### config.mk
export PLATFORM = sky130hd
export DESIGN_NAME = tdw_core
export DESIGN_NICKNAME = d
export VERILOG_FILES = /design/src/design/tdw_pkg.sv /design/src/design/tdw_opdecode.sv /design/src/design/tdw_wdt_ctrl.sv /design/src/design/tdw_core.sv
export VERILOG_INCLUDE_DIRS = /design/src /design/src/design
export SDC_FILE = /design/constraint.sdc
export NUM_CORES = 1
export LEC_CHECK = 0
export CAP_MARGIN = 15
export CORE_MARGIN = 4
export CORE_UTILIZATION = 48
export CTS_CLUSTER_SIZE = 12
export DETAILED_ROUTE_END_ITERATION = 8
export DONT_BUFFER_PORTS = 1
export PLACE_DENSITY = 0.65
export SLEW_MARGIN = 10
export SYNTH_ARGS = -nofsm -noshare
export SYNTH_HDL_FRONTEND = slang
export SYNTH_HIERARCHICAL = 1
export SYNTH_SLANG_ARGS = --single-unit
### constraint.sdc
create_clock -name clk_sys -period 1.7 [get_ports clk_sys]
set_clock_uncertainty 0.05 [all_clocks]
set_input_delay 0.085 -clock clk_sys [delete_from_list [all_inputs] [get_ports clk_sys]]
set_output_delay 0.085 -clock clk_sys [all_outputs]
set_load 0.1 [all_outputs]
### src/design/tdw_consts.svh
// constants of the timer/watchdog transfer instruction block
`ifndef TDW_CONSTS_SVH
`define TDW_CONSTS_SVH

// -----------------------------------------------------------------
// opcodes (10-bit instruction words)
// -----------------------------------------------------------------
`define TDW_OP_TIMER_THREE  10'h210
`define TDW_OP_TIMER_FOUR   10'h211
`define TDW_OP_ROW_POINTER  10'h00C
`define TDW_OP_WDT_RESTART  10'h2A0
`define TDW_OP_WDT_DISABLE  10'h29C

// -----------------------------------------------------------------
// apb register byte offsets
// -----------------------------------------------------------------
`define TDW_REG_CTRL        12'h000
`define TDW_REG_STATUS      12'h004
`define TDW_REG_WDT         12'h008

// -----------------------------------------------------------------
// field positions
// -----------------------------------------------------------------
`define TDW_CTRL_EXEC_EN    0
`define TDW_STAT_W3_LSB     0
`define TDW_STAT_W4_LSB     4
`define TDW_STAT_ROW_LSB    8
`define TDW_STAT_WATCHDOG_FLAG_ONE       12
`define TDW_STAT_WDT_RUN    13
`define TDW_STAT_SKIP       14
`define TDW_WDT_CLR_FLAG    0

// -----------------------------------------------------------------
// reset values
// -----------------------------------------------------------------
`define TDW_RST_CTRL        1'b1
`define TDW_RST_NIBBLE      4'h0
`define TDW_RST_WDT_RUN     1'b1

`endif

### src/design/tdw_pkg.sv
// types shared by the transfer instruction block
package tdw_pkg;
   // index of each decoded instruction
   typedef enum int unsigned {
      TDW_IDX_TIMER_THREE = 0,
      TDW_IDX_TIMER_FOUR  = 1,
      TDW_IDX_ROW_POINTER = 2,
      TDW_IDX_WDT_RESTART = 3,
      TDW_IDX_WDT_DISABLE = 4
   } tdw_op_idx_type;

   localparam int unsigned TDW_NUM_OPS = 5;

   // apb slave phases, one-hot
   typedef enum logic [2:0] {
      TDW_APB_IDLE   = 3'b001,
      TDW_APB_WAIT   = 3'b010,
      TDW_APB_ANSWER = 3'b100
   } tdw_apb_state_type;
endpackage

### src/design/tdw_opdecode.sv
// opcode matcher: one hit line per supported instruction
`include "tdw_consts.svh"
module tdw_opdecode
   import tdw_pkg::*;
#(
   parameter int unsigned CODE_W = 10
) (
   input  wire logic [CODE_W-1:0]      instr_code,
   output logic      [TDW_NUM_OPS-1:0] op_hit
);
   // -----------------------------------------------------------------
   // opcode table
   // -----------------------------------------------------------------
   localparam logic [CODE_W-1:0] OP_TABLE [TDW_NUM_OPS] = '{
      `TDW_OP_TIMER_THREE,
      `TDW_OP_TIMER_FOUR,
      `TDW_OP_ROW_POINTER,
      `TDW_OP_WDT_RESTART,
      `TDW_OP_WDT_DISABLE
   };

   initial begin
      if (CODE_W != 10) begin
         $error("tdw_opdecode: instruction words are 10 bits");
      end
   end

   // -----------------------------------------------------------------
   // full-width compare per table entry
   // -----------------------------------------------------------------
   genvar g;
   generate
      for (g = 0; g < TDW_NUM_OPS; g++) begin : g_match
         // all ten bits compared, no don't-care bits
         assign op_hit[g] = (instr_code == OP_TABLE[g]);
      end
   endgenerate
endmodule

### src/design/tdw_wdt_ctrl.sv
// watchdog flag, run state and restart-skip request
`include "tdw_consts.svh"
module tdw_wdt_ctrl (
   input  wire logic clk_sys,
   input  wire logic rst,
   input  wire logic exec_stb,
   input  wire logic hit_restart,
   input  wire logic hit_disable,
   input  wire logic flag_set,
   input  wire logic sw_flag_clr,
   output logic      watchdog_flag_one_ff,
   output logic      wdt_run_ff,
   output logic      restart_skip
);
   logic prev_disable_ff;
   logic nxt_watchdog_flag_one;
   logic nxt_wdt_run;
   logic nxt_prev_disable;

   // skip request taken by the core's skip flop in the restart cycle
   assign restart_skip = exec_stb & hit_restart & watchdog_flag_one_ff;

   // -----------------------------------------------------------------
   // next state
   // -----------------------------------------------------------------
   always_comb begin
      nxt_watchdog_flag_one = watchdog_flag_one_ff;
      nxt_wdt_run           = wdt_run_ff;
      nxt_prev_disable      = prev_disable_ff;
      if ((exec_stb & hit_restart) | sw_flag_clr) begin
         nxt_watchdog_flag_one = 1'b0;
      end
      // set wins over a clear in the same cycle
      if (flag_set) begin
         nxt_watchdog_flag_one = 1'b1;
      end
      if (exec_stb & hit_restart & prev_disable_ff) begin
         nxt_wdt_run = 1'b0;
      end
      // only the instruction directly before counts
      if (exec_stb) begin
         nxt_prev_disable = hit_disable;
      end
   end

   // -----------------------------------------------------------------
   // registers
   // -----------------------------------------------------------------
   always_ff @(posedge clk_sys) begin
      if (rst) begin
         watchdog_flag_one_ff <= 1'b0;
         wdt_run_ff           <= `TDW_RST_WDT_RUN;
         prev_disable_ff      <= 1'b0;
      end else begin
         watchdog_flag_one_ff <= nxt_watchdog_flag_one;
         wdt_run_ff           <= nxt_wdt_run;
         prev_disable_ff      <= nxt_prev_disable;
      end
   end
endmodule

### src/design/tdw_core.sv
// execute logic for timer-control, row-pointer and watchdog restart instructions
//
// Summary of operation
// - the timer-control-three move loads the whole accumulator into that register in one word and one cycle.
// - opcode 10'b1000010001 copies the accumulator into timer control register four in one cycle.
// - opcode 10'b0000001100 copies the accumulator into the row pointer in one word and one cycle.
// - on the restart opcode with the watchdog flag at one, the flag is cleared and the next instruction skipped.
// - on the restart opcode with the watchdog flag at zero, no skip happens and the next instruction runs.
// - a restart executed directly after the watchdog-disable instruction stops the watchdog.
//
// Design decisions made here: the APB interface to the registers and the placing of the registers.
`include "tdw_consts.svh"
module tdw_core
   import tdw_pkg::*;
#(
   parameter int unsigned CODE_W = 10,
   parameter int unsigned ACC_W  = 4
) (
   input  wire logic              clk_sys,
   input  wire logic              rst,
   // instruction stream from the sequencer, one word per machine cycle
   input  wire logic              instr_valid,
   input  wire logic [CODE_W-1:0] instr_code,
   input  wire logic [ACC_W-1:0]  acc_value,
   input  wire logic              carry_in,
   // watchdog counter reports its first flag
   input  wire logic              wdt_flag_set,
   // apb slave
   input  wire logic              psel,
   input  wire logic              penable,
   input  wire logic              pwrite,
   input  wire logic [11:0]       paddr,
   input  wire logic [31:0]       pwdata,
   output logic      [31:0]       prdata,
   output logic                   pready,
   output logic                   pslverr,
   // results towards the core
   output logic      [ACC_W-1:0]  timer_ctrl_reg_three,
   output logic      [ACC_W-1:0]  timer_ctrl_reg_four,
   output logic      [ACC_W-1:0]  row_pointer,
   output logic                   carry_flag,
   output logic                   skip_next,
   output logic                   watchdog_flag_one,
   output logic                   wdt_run
);
   // -----------------------------------------------------------------
   // parameter checks
   // -----------------------------------------------------------------
   // table and fields fix both widths
   if (CODE_W != 10) begin : g_bad_code_w
      $error("tdw_core: instruction words are 10 bits");
   end
   if (ACC_W != 4) begin : g_bad_acc_w
      $error("tdw_core: accumulator is 4 bits");
   end

   // -----------------------------------------------------------------
   // declarations
   // -----------------------------------------------------------------
   // decode hits and strobes
   logic [TDW_NUM_OPS-1:0] op_hit;
   logic                   exec_stb;
   logic                   restart_skip;
   logic                   sw_flag_clr;
   logic                   apb_wr_take;

   // instruction state
   logic [ACC_W-1:0]       timer_ctrl_reg_three_ff;
   logic [ACC_W-1:0]       timer_ctrl_reg_four_ff;
   logic [ACC_W-1:0]       row_pointer_ff;
   logic                   carry_flag_ff;
   logic                   skip_next_ff;
   logic                   exec_en_ff;

   // next values
   logic [ACC_W-1:0]       nxt_timer_ctrl_reg_three;
   logic [ACC_W-1:0]       nxt_timer_ctrl_reg_four;
   logic [ACC_W-1:0]       nxt_row_pointer;
   logic                   nxt_carry_flag;
   logic                   nxt_skip_next;
   logic                   nxt_exec_en;

   // apb slave state
   tdw_apb_state_type      apb_state_ff;
   tdw_apb_state_type      nxt_apb_state;
   logic [31:0]            prdata_ff;
   logic [31:0]            nxt_prdata;
   logic                   pready_ff;
   logic                   nxt_pready;
   logic                   pslverr_ff;
   logic                   nxt_pslverr;
   logic                   addr_hit;
   logic [31:0]            rd_word;

   // -----------------------------------------------------------------
   // opcode decode
   // -----------------------------------------------------------------
   // pure match; no flop
   tdw_opdecode #(
      .CODE_W     (CODE_W)
   ) u_opdecode (
      .instr_code (instr_code),
      .op_hit     (op_hit)
   );

   // a word in a skip slot is fetched but does nothing
   // exec off: only skip use happens
   assign exec_stb = instr_valid & exec_en_ff & ~skip_next_ff;

   // -----------------------------------------------------------------
   // watchdog flag and run control
   // -----------------------------------------------------------------
   // set-wins flag, stop on restart directly after disable
   tdw_wdt_ctrl u_wdt_ctrl (
      .clk_sys              (clk_sys),
      .rst                  (rst),
      .exec_stb             (exec_stb),
      .hit_restart          (op_hit[TDW_IDX_WDT_RESTART]),
      .hit_disable          (op_hit[TDW_IDX_WDT_DISABLE]),
      .flag_set             (wdt_flag_set),
      .sw_flag_clr          (sw_flag_clr),
      .watchdog_flag_one_ff (watchdog_flag_one),
      .wdt_run_ff           (wdt_run),
      .restart_skip         (restart_skip)
   );

   // -----------------------------------------------------------------
   // register transfers
   // -----------------------------------------------------------------
   // each move is a single-word, single-cycle load of the accumulator
   always_comb begin
      // hold unless targeted
      nxt_timer_ctrl_reg_three = timer_ctrl_reg_three_ff;
      nxt_timer_ctrl_reg_four  = timer_ctrl_reg_four_ff;
      nxt_row_pointer          = row_pointer_ff;
      if (exec_stb & op_hit[TDW_IDX_TIMER_THREE]) begin
         nxt_timer_ctrl_reg_three = acc_value;
      end
      if (exec_stb & op_hit[TDW_IDX_TIMER_FOUR]) begin
         nxt_timer_ctrl_reg_four = acc_value;
      end
      if (exec_stb & op_hit[TDW_IDX_ROW_POINTER]) begin
         nxt_row_pointer = acc_value;
      end
   end

   // target registers
   always_ff @(posedge clk_sys) begin
      if (rst) begin
         timer_ctrl_reg_three_ff <= `TDW_RST_NIBBLE;
         timer_ctrl_reg_four_ff  <= `TDW_RST_NIBBLE;
         row_pointer_ff          <= `TDW_RST_NIBBLE;
      end else begin
         timer_ctrl_reg_three_ff <= nxt_timer_ctrl_reg_three;
         timer_ctrl_reg_four_ff  <= nxt_timer_ctrl_reg_four;
         row_pointer_ff          <= nxt_row_pointer;
      end
   end

   // -----------------------------------------------------------------
   // carry and skip
   // -----------------------------------------------------------------
   // carry is only mirrored: none of these instructions may change it
   always_comb begin
      nxt_carry_flag = carry_in;
      nxt_skip_next  = skip_next_ff;
      // a skipped word cannot re-arm
      // a pending skip is consumed by the next fetched word
      if (instr_valid & skip_next_ff) begin
         nxt_skip_next = 1'b0;
      end
      // flag at one asks for a skip
      // skip lands on the next fetch
      if (restart_skip) begin
         nxt_skip_next = 1'b1;
      end
   end

   // carry mirror and skip
   always_ff @(posedge clk_sys) begin
      if (rst) begin
         carry_flag_ff <= 1'b0;
         skip_next_ff  <= 1'b0;
      end else begin
         carry_flag_ff <= nxt_carry_flag;
         skip_next_ff  <= nxt_skip_next;
      end
   end

   // -----------------------------------------------------------------
   // apb slave
   // -----------------------------------------------------------------
   // one wait state keeps pready and prdata straight from flops
   // three mapped words
   assign addr_hit    = (paddr == `TDW_REG_CTRL) |
                        (paddr == `TDW_REG_STATUS) |
                        (paddr == `TDW_REG_WDT);
   // writes land at the completing edge only
   assign apb_wr_take = psel & penable & pready_ff & pwrite & addr_hit;
   assign sw_flag_clr = apb_wr_take & (paddr == `TDW_REG_WDT) & pwdata[`TDW_WDT_CLR_FLAG];

   // read mux over the block's own state
   always_comb begin
      rd_word = 32'h0000_0000;
      unique case (paddr)
         `TDW_REG_CTRL: begin
            rd_word[`TDW_CTRL_EXEC_EN] = exec_en_ff;
         end
         `TDW_REG_STATUS: begin
            // live state from the wait cycle
            rd_word[`TDW_STAT_W3_LSB +: 4]  = timer_ctrl_reg_three_ff;
            rd_word[`TDW_STAT_W4_LSB +: 4]  = timer_ctrl_reg_four_ff;
            rd_word[`TDW_STAT_ROW_LSB +: 4] = row_pointer_ff;
            rd_word[`TDW_STAT_WATCHDOG_FLAG_ONE]         = watchdog_flag_one;
            rd_word[`TDW_STAT_WDT_RUN]      = wdt_run;
            rd_word[`TDW_STAT_SKIP]         = skip_next_ff;
         end
         `TDW_REG_WDT: begin
            // flag reads where it clears
            rd_word[`TDW_WDT_CLR_FLAG] = watchdog_flag_one;
         end
         default: begin
            // unmapped reads give zero
            rd_word = 32'h0000_0000;
         end
      endcase
   end

   // phase machine: idle, wait state, answer
   always_comb begin
      nxt_apb_state = apb_state_ff;
      nxt_pready    = 1'b0;
      nxt_pslverr   = 1'b0;
      nxt_prdata    = prdata_ff;
      nxt_exec_en   = exec_en_ff;
      unique case (apb_state_ff)
         TDW_APB_IDLE: begin
            // setup opens a transfer
            if (psel & ~penable) begin
               nxt_apb_state = TDW_APB_WAIT;
            end
         end
         TDW_APB_WAIT: begin
            // access phase seen: answer on the next edge
            if (psel & penable) begin
               nxt_apb_state = TDW_APB_ANSWER;
               nxt_pready    = 1'b1;
               nxt_pslverr   = ~addr_hit;
               nxt_prdata    = pwrite ? 32'h0000_0000 : rd_word;
            end
         end
         TDW_APB_ANSWER: begin
            // transfer completes here; data cleared for the next one
            nxt_apb_state = (psel & ~penable) ? TDW_APB_WAIT : TDW_APB_IDLE;
            nxt_prdata    = 32'h0000_0000;
            // enable flips at completion
            if (apb_wr_take & (paddr == `TDW_REG_CTRL)) begin
               nxt_exec_en = pwdata[`TDW_CTRL_EXEC_EN];
            end
         end
         default: begin
            // broken one-hot code goes idle
            nxt_apb_state = TDW_APB_IDLE;
         end
      endcase
   end

   // apb phase flops
   always_ff @(posedge clk_sys) begin
      if (rst) begin
         apb_state_ff <= TDW_APB_IDLE;
         pready_ff    <= 1'b0;
         pslverr_ff   <= 1'b0;
         prdata_ff    <= 32'h0000_0000;
         exec_en_ff   <= `TDW_RST_CTRL;
      end else begin
         apb_state_ff <= nxt_apb_state;
         pready_ff    <= nxt_pready;
         pslverr_ff   <= nxt_pslverr;
         prdata_ff    <= nxt_prdata;
         exec_en_ff   <= nxt_exec_en;
      end
   end

   // -----------------------------------------------------------------
   // outputs, all from flops
   // -----------------------------------------------------------------
   assign prdata               = prdata_ff;
   assign pready               = pready_ff;
   assign pslverr              = pslverr_ff;
   assign timer_ctrl_reg_three = timer_ctrl_reg_three_ff;
   assign timer_ctrl_reg_four  = timer_ctrl_reg_four_ff;
   assign row_pointer          = row_pointer_ff;
   assign carry_flag           = carry_flag_ff;
   assign skip_next            = skip_next_ff;
endmodule

==> results of run 1 <==
[cell usage in the layout (no fill, tap or decap), types with 2 or more instances in the layout]
cell type      netlist  routed
a22o_2              10      10
dfxtp_1             38      34
nand2b_1             8       6
nor2b_1              2       2
inv_1                5       5
conb_1               1      17
clkbuf_4             0       5
buf_4               17      42
dfxtp_2              0       3
nor2_1               7       7
a21oi_1             16      15
or2_2                2       2
nand3b_1             5       5
a31oi_1              2       2
dlygate4sd3_1        0      14
nand2_1             19      19
o21ai_0              2       2
nor4_1               6       6
nand3_1             16      16
a21o_1               4       4
nand2b_4             0       2
mux2i_1              2       2
a22o_1               5       5
[worst min-delay path by stage]
stage / endpoint / slack (ps) / from / cells after the start
floorplan: u_wdt_ctrl/prev_disable_ff / 110 / rst / 1
global placement: skip_next / 100 / rst / 1
detailed placement: skip_next / 100 / rst / 1
CTS: skip_next / -270 / rst / 1
global route: u_wdt_ctrl/prev_disable_ff / 6 / instr_code[4] / 4
finish: u_wdt_ctrl/prev_disable_ff / -4 / instr_code[4] / 4
[final cells by class]
| cell class | count | share of cell area (%) |
|---|---|---|
| inverter | 5 | 0.844 |
| clock buffer | 7 | 2.48 |
| clock inverter | 1 | 0.225 |
| sequential | 38 | 34.6 |
| multi-input combinational | 136 | 37.8 |
| timing repair buffer | 58 | 21.6 |
| tap | 46 | 2.59 |
[worst max-delay path, delay by kind of cell, from the launching register on]
| kind | cells | cell delay, ps |
|---|---|---|
| buf+inv | 1 | 210 |
| compound gates | 1 | 120 |
| simple gates | 3 | 940 |
| flops | 1 | 350 |
[registers in the layout, indices dropped and copies added (netlist names), 3 cells and up]
| name | flops |
|---|---|
| apb_state_ff | 3 |
| prdata | 15 |
| row_pointer | 4 |
| timer_ctrl_reg_four | 4 |
| timer_ctrl_reg_three | 4 |
[per-layer routing]
layer  vias to the layer above  wire length (um)
met5                         -                 0
met2                        75              2190
met3                        15               339
li1                        745                 -
met1                       720              1730
met4                         0               125
[kinds of logic (layout without fill, tap and decap cells)]
group	Yosys count	after routing	synth area share (%)
other cells	1	17	0.221
flops	38	38	44.8
buf+inv	28	71	10.8
simple gates	77	77	26.2
compound gates	40	40	16.8
mux	2	2	1.18
[power by group through the flow]
| stage | combinational, mW | sequential (mW) | clock, mW |
|---|---|---|---|
| after floorplan | 0.244 | 0.941 | 0 |
| after global placement | 0.245 | 0.918 | 0 |
| after detailed placement | 0.248 | 0.918 | 0 |
| after CTS | 0.263 | 0.898 | 0.493 |
| after global routing | 0.305 | 0.899 | 0.528 |
| final | 0.294 | 0.898 | 0.490 |
[timing repair]
item	in CTS	in global routing
hold buffers	7	8
gates cloned	1	0
resized for setup	3	6
setup endpoints to repair	10	16
hold endpoints to repair	23	18
setup buffers	1	0
==> impl_metrics.toml, run 1 <==
[run_status]
status = "complete, but fails checks"
failed_checks = "negative hold slack, negative setup slack"

[synth]
ys_types = 33
synth_commonest_cells = "dfxtp_1 (38), nand2_1 (19), buf_4 (17), a21oi_1 (16), nand3_1 (16)"
synth-async-reset-ratio_pct = 0
synth_top_area_cell = "dfxtp_1"
yosysMostFrequentCell = "dfxtp_1"
synth_edf_count = 0
synthCells = 186
syn_area_per_cell_sq_um = 9.14
synthTopCellsByArea = "dfxtp_1 (45%), buf_4 (7.5%), a22o_2 (5.9%)"
synthFlopType = "dfxtp_1"
syn_area_sq_um = 1700
synth_warnings = 6
ys_seq_elements = 38
synth_top_area_share_pct = 44.8
ys_seq_area_share_pct = 44.8

[layout]
n_antenna_cell = 0
fillers = 274
utilization_pct = 65.6
drive_above_1_share_pct = 30.6
area_delta_synth_final_pct = 30.9
seqCellArea_sq_um = 768
nets = 310
multi_input_area_sq_um = 840
final_cells = 291
stdcell_area_sq_um = 2220

[clock_tree]
clock_path_buffers = 2
cts_buffers = 5
tritoncts = "yes"
clock_latency_ps = 340
htree_levels = 2
cts_root_buffer = "clkbuf_4"
clock_sinks = 38
clkTransAtPathRegs_ps = 110

[detailed_routing]
postRouteAntennaNets = 0
dr.pass1.iters = 4
vias = 1555
dr.first_iter.drc_count = 66
drc = 0
wl_per_cell_um = 15.1
postRouteWirelength_um = 4390
viasPerCell = 5.34

[power_and_ir_drop]
pwr-share-clk_pct = 29.1
p_seq_share_pct = 53.4
max-vdd-ir-drop_mv = 0.444
p_comb_share_pct = 17.5
p_sw_mw = 0.531
p_total_mw = 1.68
internal_power_mw = 1.15
power.density_nw_per_um2 = 756
leakage_nw = 0.939
sw_frac_of_total_pct = 31.6

[grt]
grt_busiest_layer = "met2"
grt_util_met3_pct = 5.16
grt_max_degree = 23
grt_overflow = 0
grtUsageMet1_pct = 20.4
use_met2_pct = 32.8
grtUsageTotal_pct = 19.0
antenna_found_initial = 0
grt_pass1_wl_um = 6380
grt_pass1_vias = 1444

[sta]
worstMarginPinSlew_ps = 679
hold_ws_ps = -3.67
hold_violations = 2
maxClockFrequency_mhz = 583
period_share_pct = 101
timing.final.ws_setup_ps = -15.9
fin_crit_ps = 1720
tns_ps = -35.5
rsz0062_at_grt = "yes"
slew_headroom_pct = 54.6
finalMaxSlewViolations = 0
setup_viol = 7

[setup_path]
cp-start-kind = "register"
cp-end-kind = "register"
slowest_delay_ps = 450
required_ps = 1940
reg2reg_to = "prdata[10]"
path_cells = "nand2b_4 -> or4_4 -> nor4_4 -> buf_4 -> a22o_2"
rrSetupSlack_ps = -20
r2r_cells = 5
crit_start = "apb_state_ff[2]"
critPathKind = "reg2reg"
critPathArrivalTime_ps = 1960
cp_max_fo = 5
r2r_start = "apb_state_ff[2]"
cp_slowest_cell = "or4_4"
timing.critical_path.to = "prdata[10]"

[floorplan]
core_sq_um = 3390
die_height_um = 67.5
chipWidth_um = 67.5
start_util_pct = 50.1
io_pins = 116
row_count = 21
dieArea_sq_um = 4560

[placement]
place_inst = 266
pre_cts_ws_ps = -41.0
post_dp_cell_area_sq_um = 1960
hpwl_um = 3130
portBuffers = 0
gp_congestion = 0.800

[run]
drv_cap = 0

[hold_path]
hold_path.class = "in2reg"
No activity file was read; power rests on OpenSTA's default activity.
==> inputs of run 2 (changes only) <==
- ABC_AREA: not set -> 1
- CORE_UTILIZATION: 48 -> 55
- PLACE_DENSITY: 0.65 -> 0.73
==> run 2 against run 1 <==
  * The flow now finishes without violations
  * First-iteration DRC count is 100% higher
  * Sequential power increased by 2%
  * Synthesized cell count increased by 37%
  * Critical path depth grew 2
  * Fmax is 6.6% higher
  * Largest power group unchanged
  * Highest routed layer unchanged
==> impl_metrics.toml, run 2 <==
[setup_path]
cp-start-kind = "register"
cp-end-kind = "register"
required_ps = 1940
critPathArrivalTime_ps = 1850
cp_max_fo = 2
critPathKind = "reg2reg"

[detailed_routing]
viasPerCell = 4.95
postRouteWirelength_um = 4460
postRouteAntennaNets = 0
dr.first_iter.drc_count = 133
dr.pass1.iters = 5
drc = 0
vias = 1773
wl_per_cell_um = 12.5

[run]
drv_cap = 0

[clock_tree]
post_cts_buffers = 0
clock_latency_ps = 350
tritoncts = "yes"
cts_root_buffer = "clkbuf_4"
clock_sinks = 38
clock_path_buffers = 2
clkTransAtPathRegs_ps = 110
htree_levels = 2
cts_buffers = 5

[floorplan]
die_height_um = 65.8
core_sq_um = 3130
dieArea_sq_um = 4330
start_util_pct = 58.7
row_count = 20
io_pins = 116
chipWidth_um = 65.8

[layout]
nets = 379
utilization_pct = 75.8
fillers = 251
area_delta_synth_final_pct = 29.0
drive_above_1_share_pct = 22.3
n_antenna_cell = 0
largest_reg_flops = 15
layout_commonest_cell = "nand2_1"
mostFrequentLayoutCells = "nand2_1 (63), dfxtp_1 (37), buf_4 (34)"

[synth]
synth_compound_area_share_pct = 12.3
ys_types = 25
ys_seq_area_share_pct = 41.4
synth_edf_count = 0
synthCells = 254
synth_adder_area_share_pct = 0
yosysMostFrequentCell = "nand2_1"
syn_area_sq_um = 1840
synth-async-reset-ratio_pct = 0
synth_top_family_by_area = "simple AND/OR/NAND/NOR gates"
synthFlopType = "dfxtp_1"
synth_top_area_share_pct = 41.4
syn_area_per_cell_sq_um = 7.23
yosys.area_share.simple_pct = 31.8
synth_warnings = 6
synth_top_area_cell = "dfxtp_1"
synth_commonest_cells = "nand2_1 (63), dfxtp_1 (38), nor2_1 (28), nand3_1 (24)"
synth-xor-area-share_pct = 0
synthMuxAreaShare_pct = 0
synthTopCellsByArea = "dfxtp_1 (41%), nand2_1 (13%), buf_4 (7.8%)"
ys_seq_elements = 38

[power_and_ir_drop]
max-vdd-ir-drop_mv = 0.498
p_total_mw = 1.77
power.density_nw_per_um2 = 745
leakage_nw = 0.987

[grt]
grt_max_degree = 36
grt_pass1_wl_um = 7170
grt_overflow = 0
antenna_found_initial = 0
grt_pass1_vias = 1685
grtUsageTotal_pct = 21.4

[placement]
portBuffers = 0
pre_cts_ws_ps = 228
gp_congestion = 0.738
hpwl_um = 2950

[sta]
setup_viol = 0
maxClockFrequency_mhz = 621
hold_violations = 0
rsz0062_at_grt = "no"
timing.final.ws_setup_ps = 89.7
fin_crit_ps = 1610
finalMaxSlewViolations = 0
tns_ps = 0
period_share_pct = 94.7

[hold_path]
hold_path.class = "in2reg"

[run_status]
status = "finished, final reports clean"
[run 2: cell families (layout without fill, tap and decap cells)]
kind of cell / Yosys count / after routing
simple gates: 132 / 132
compound gates: 36 / 36
buf+inv: 47 / 91
other cells: 1 / 17
flops: 38 / 38
[run 2: final timing paths]
check / endpoint / start / cells past startpoint / slack [ps]
max: pslverr / apb_state_ff[2] / 7 / 90
min: prdata[0] / pwrite / 5 / 30
max reg2reg: pslverr / apb_state_ff[2] / 7 / 90
min reg2reg: prdata[12] / prdata[12] / 2 / 440
[run 2: what timing repair did]
item | 4_1_cts | 5_1_grt
hold endpoints to repair | 38 | 0
endpoints found under the setup margin | 0 | 1
gates resized for setup | 0 | 1
hold buffers | 26 | 0
[run 2: power by group]
part	total [mW]	switching, mW	internal, mW	leakage, nW
Sequential	0.915	0.00949	0.905	0.308
Clock	0.501	0.302	0.199	0.0343
Combinational	0.350	0.274	0.0764	0.645
Total	1.77	0.585	1.18	0.987
[run 2: final cells by class]
cell class,count,area [sq um],share of cell area [%]
Inverter,23,86.3,3.64
Tap cell,44,55.1,2.32
Sequential cell,38,762,32.2
Clock buffer,6,51.3,2.16
Timing Repair Buffer,60,526,22.2
Multi-Input combinational cell,185,877,37.0
Clock inverter,2,12.5,0.528
[run 2: routing by layer]
metal / vias to the layer above / global-route usage (%) / wire (um)
met3: 5 / 4.93 / 315
li1: 893 / - / -
met2: 72 / 37.9 / 2300
met5: - / 0 / 0
met1: 803 / 24.4 / 1800
met4: 0 / 9.07 / 55
[run 2: worst max-delay path, stage by stage (launching register included)]
cell and delay, ps:
dfxtp_1 330, inv_1 70, nand3_1 110, nor2_2 140, inv_2 50, dlygate4sd3_1 570
nor2_1 110, and2_1 130
[run 2: stage by stage]
step	hold WS, ps	cell area [sq um]	cells
after global routing	47.4	2370	358
after global placement	102	2030	324
after detailed placement	105	2030	324
after floorplan	97.4	1900	270
after CTS	19.7	2370	358
final	34.9	2370	358
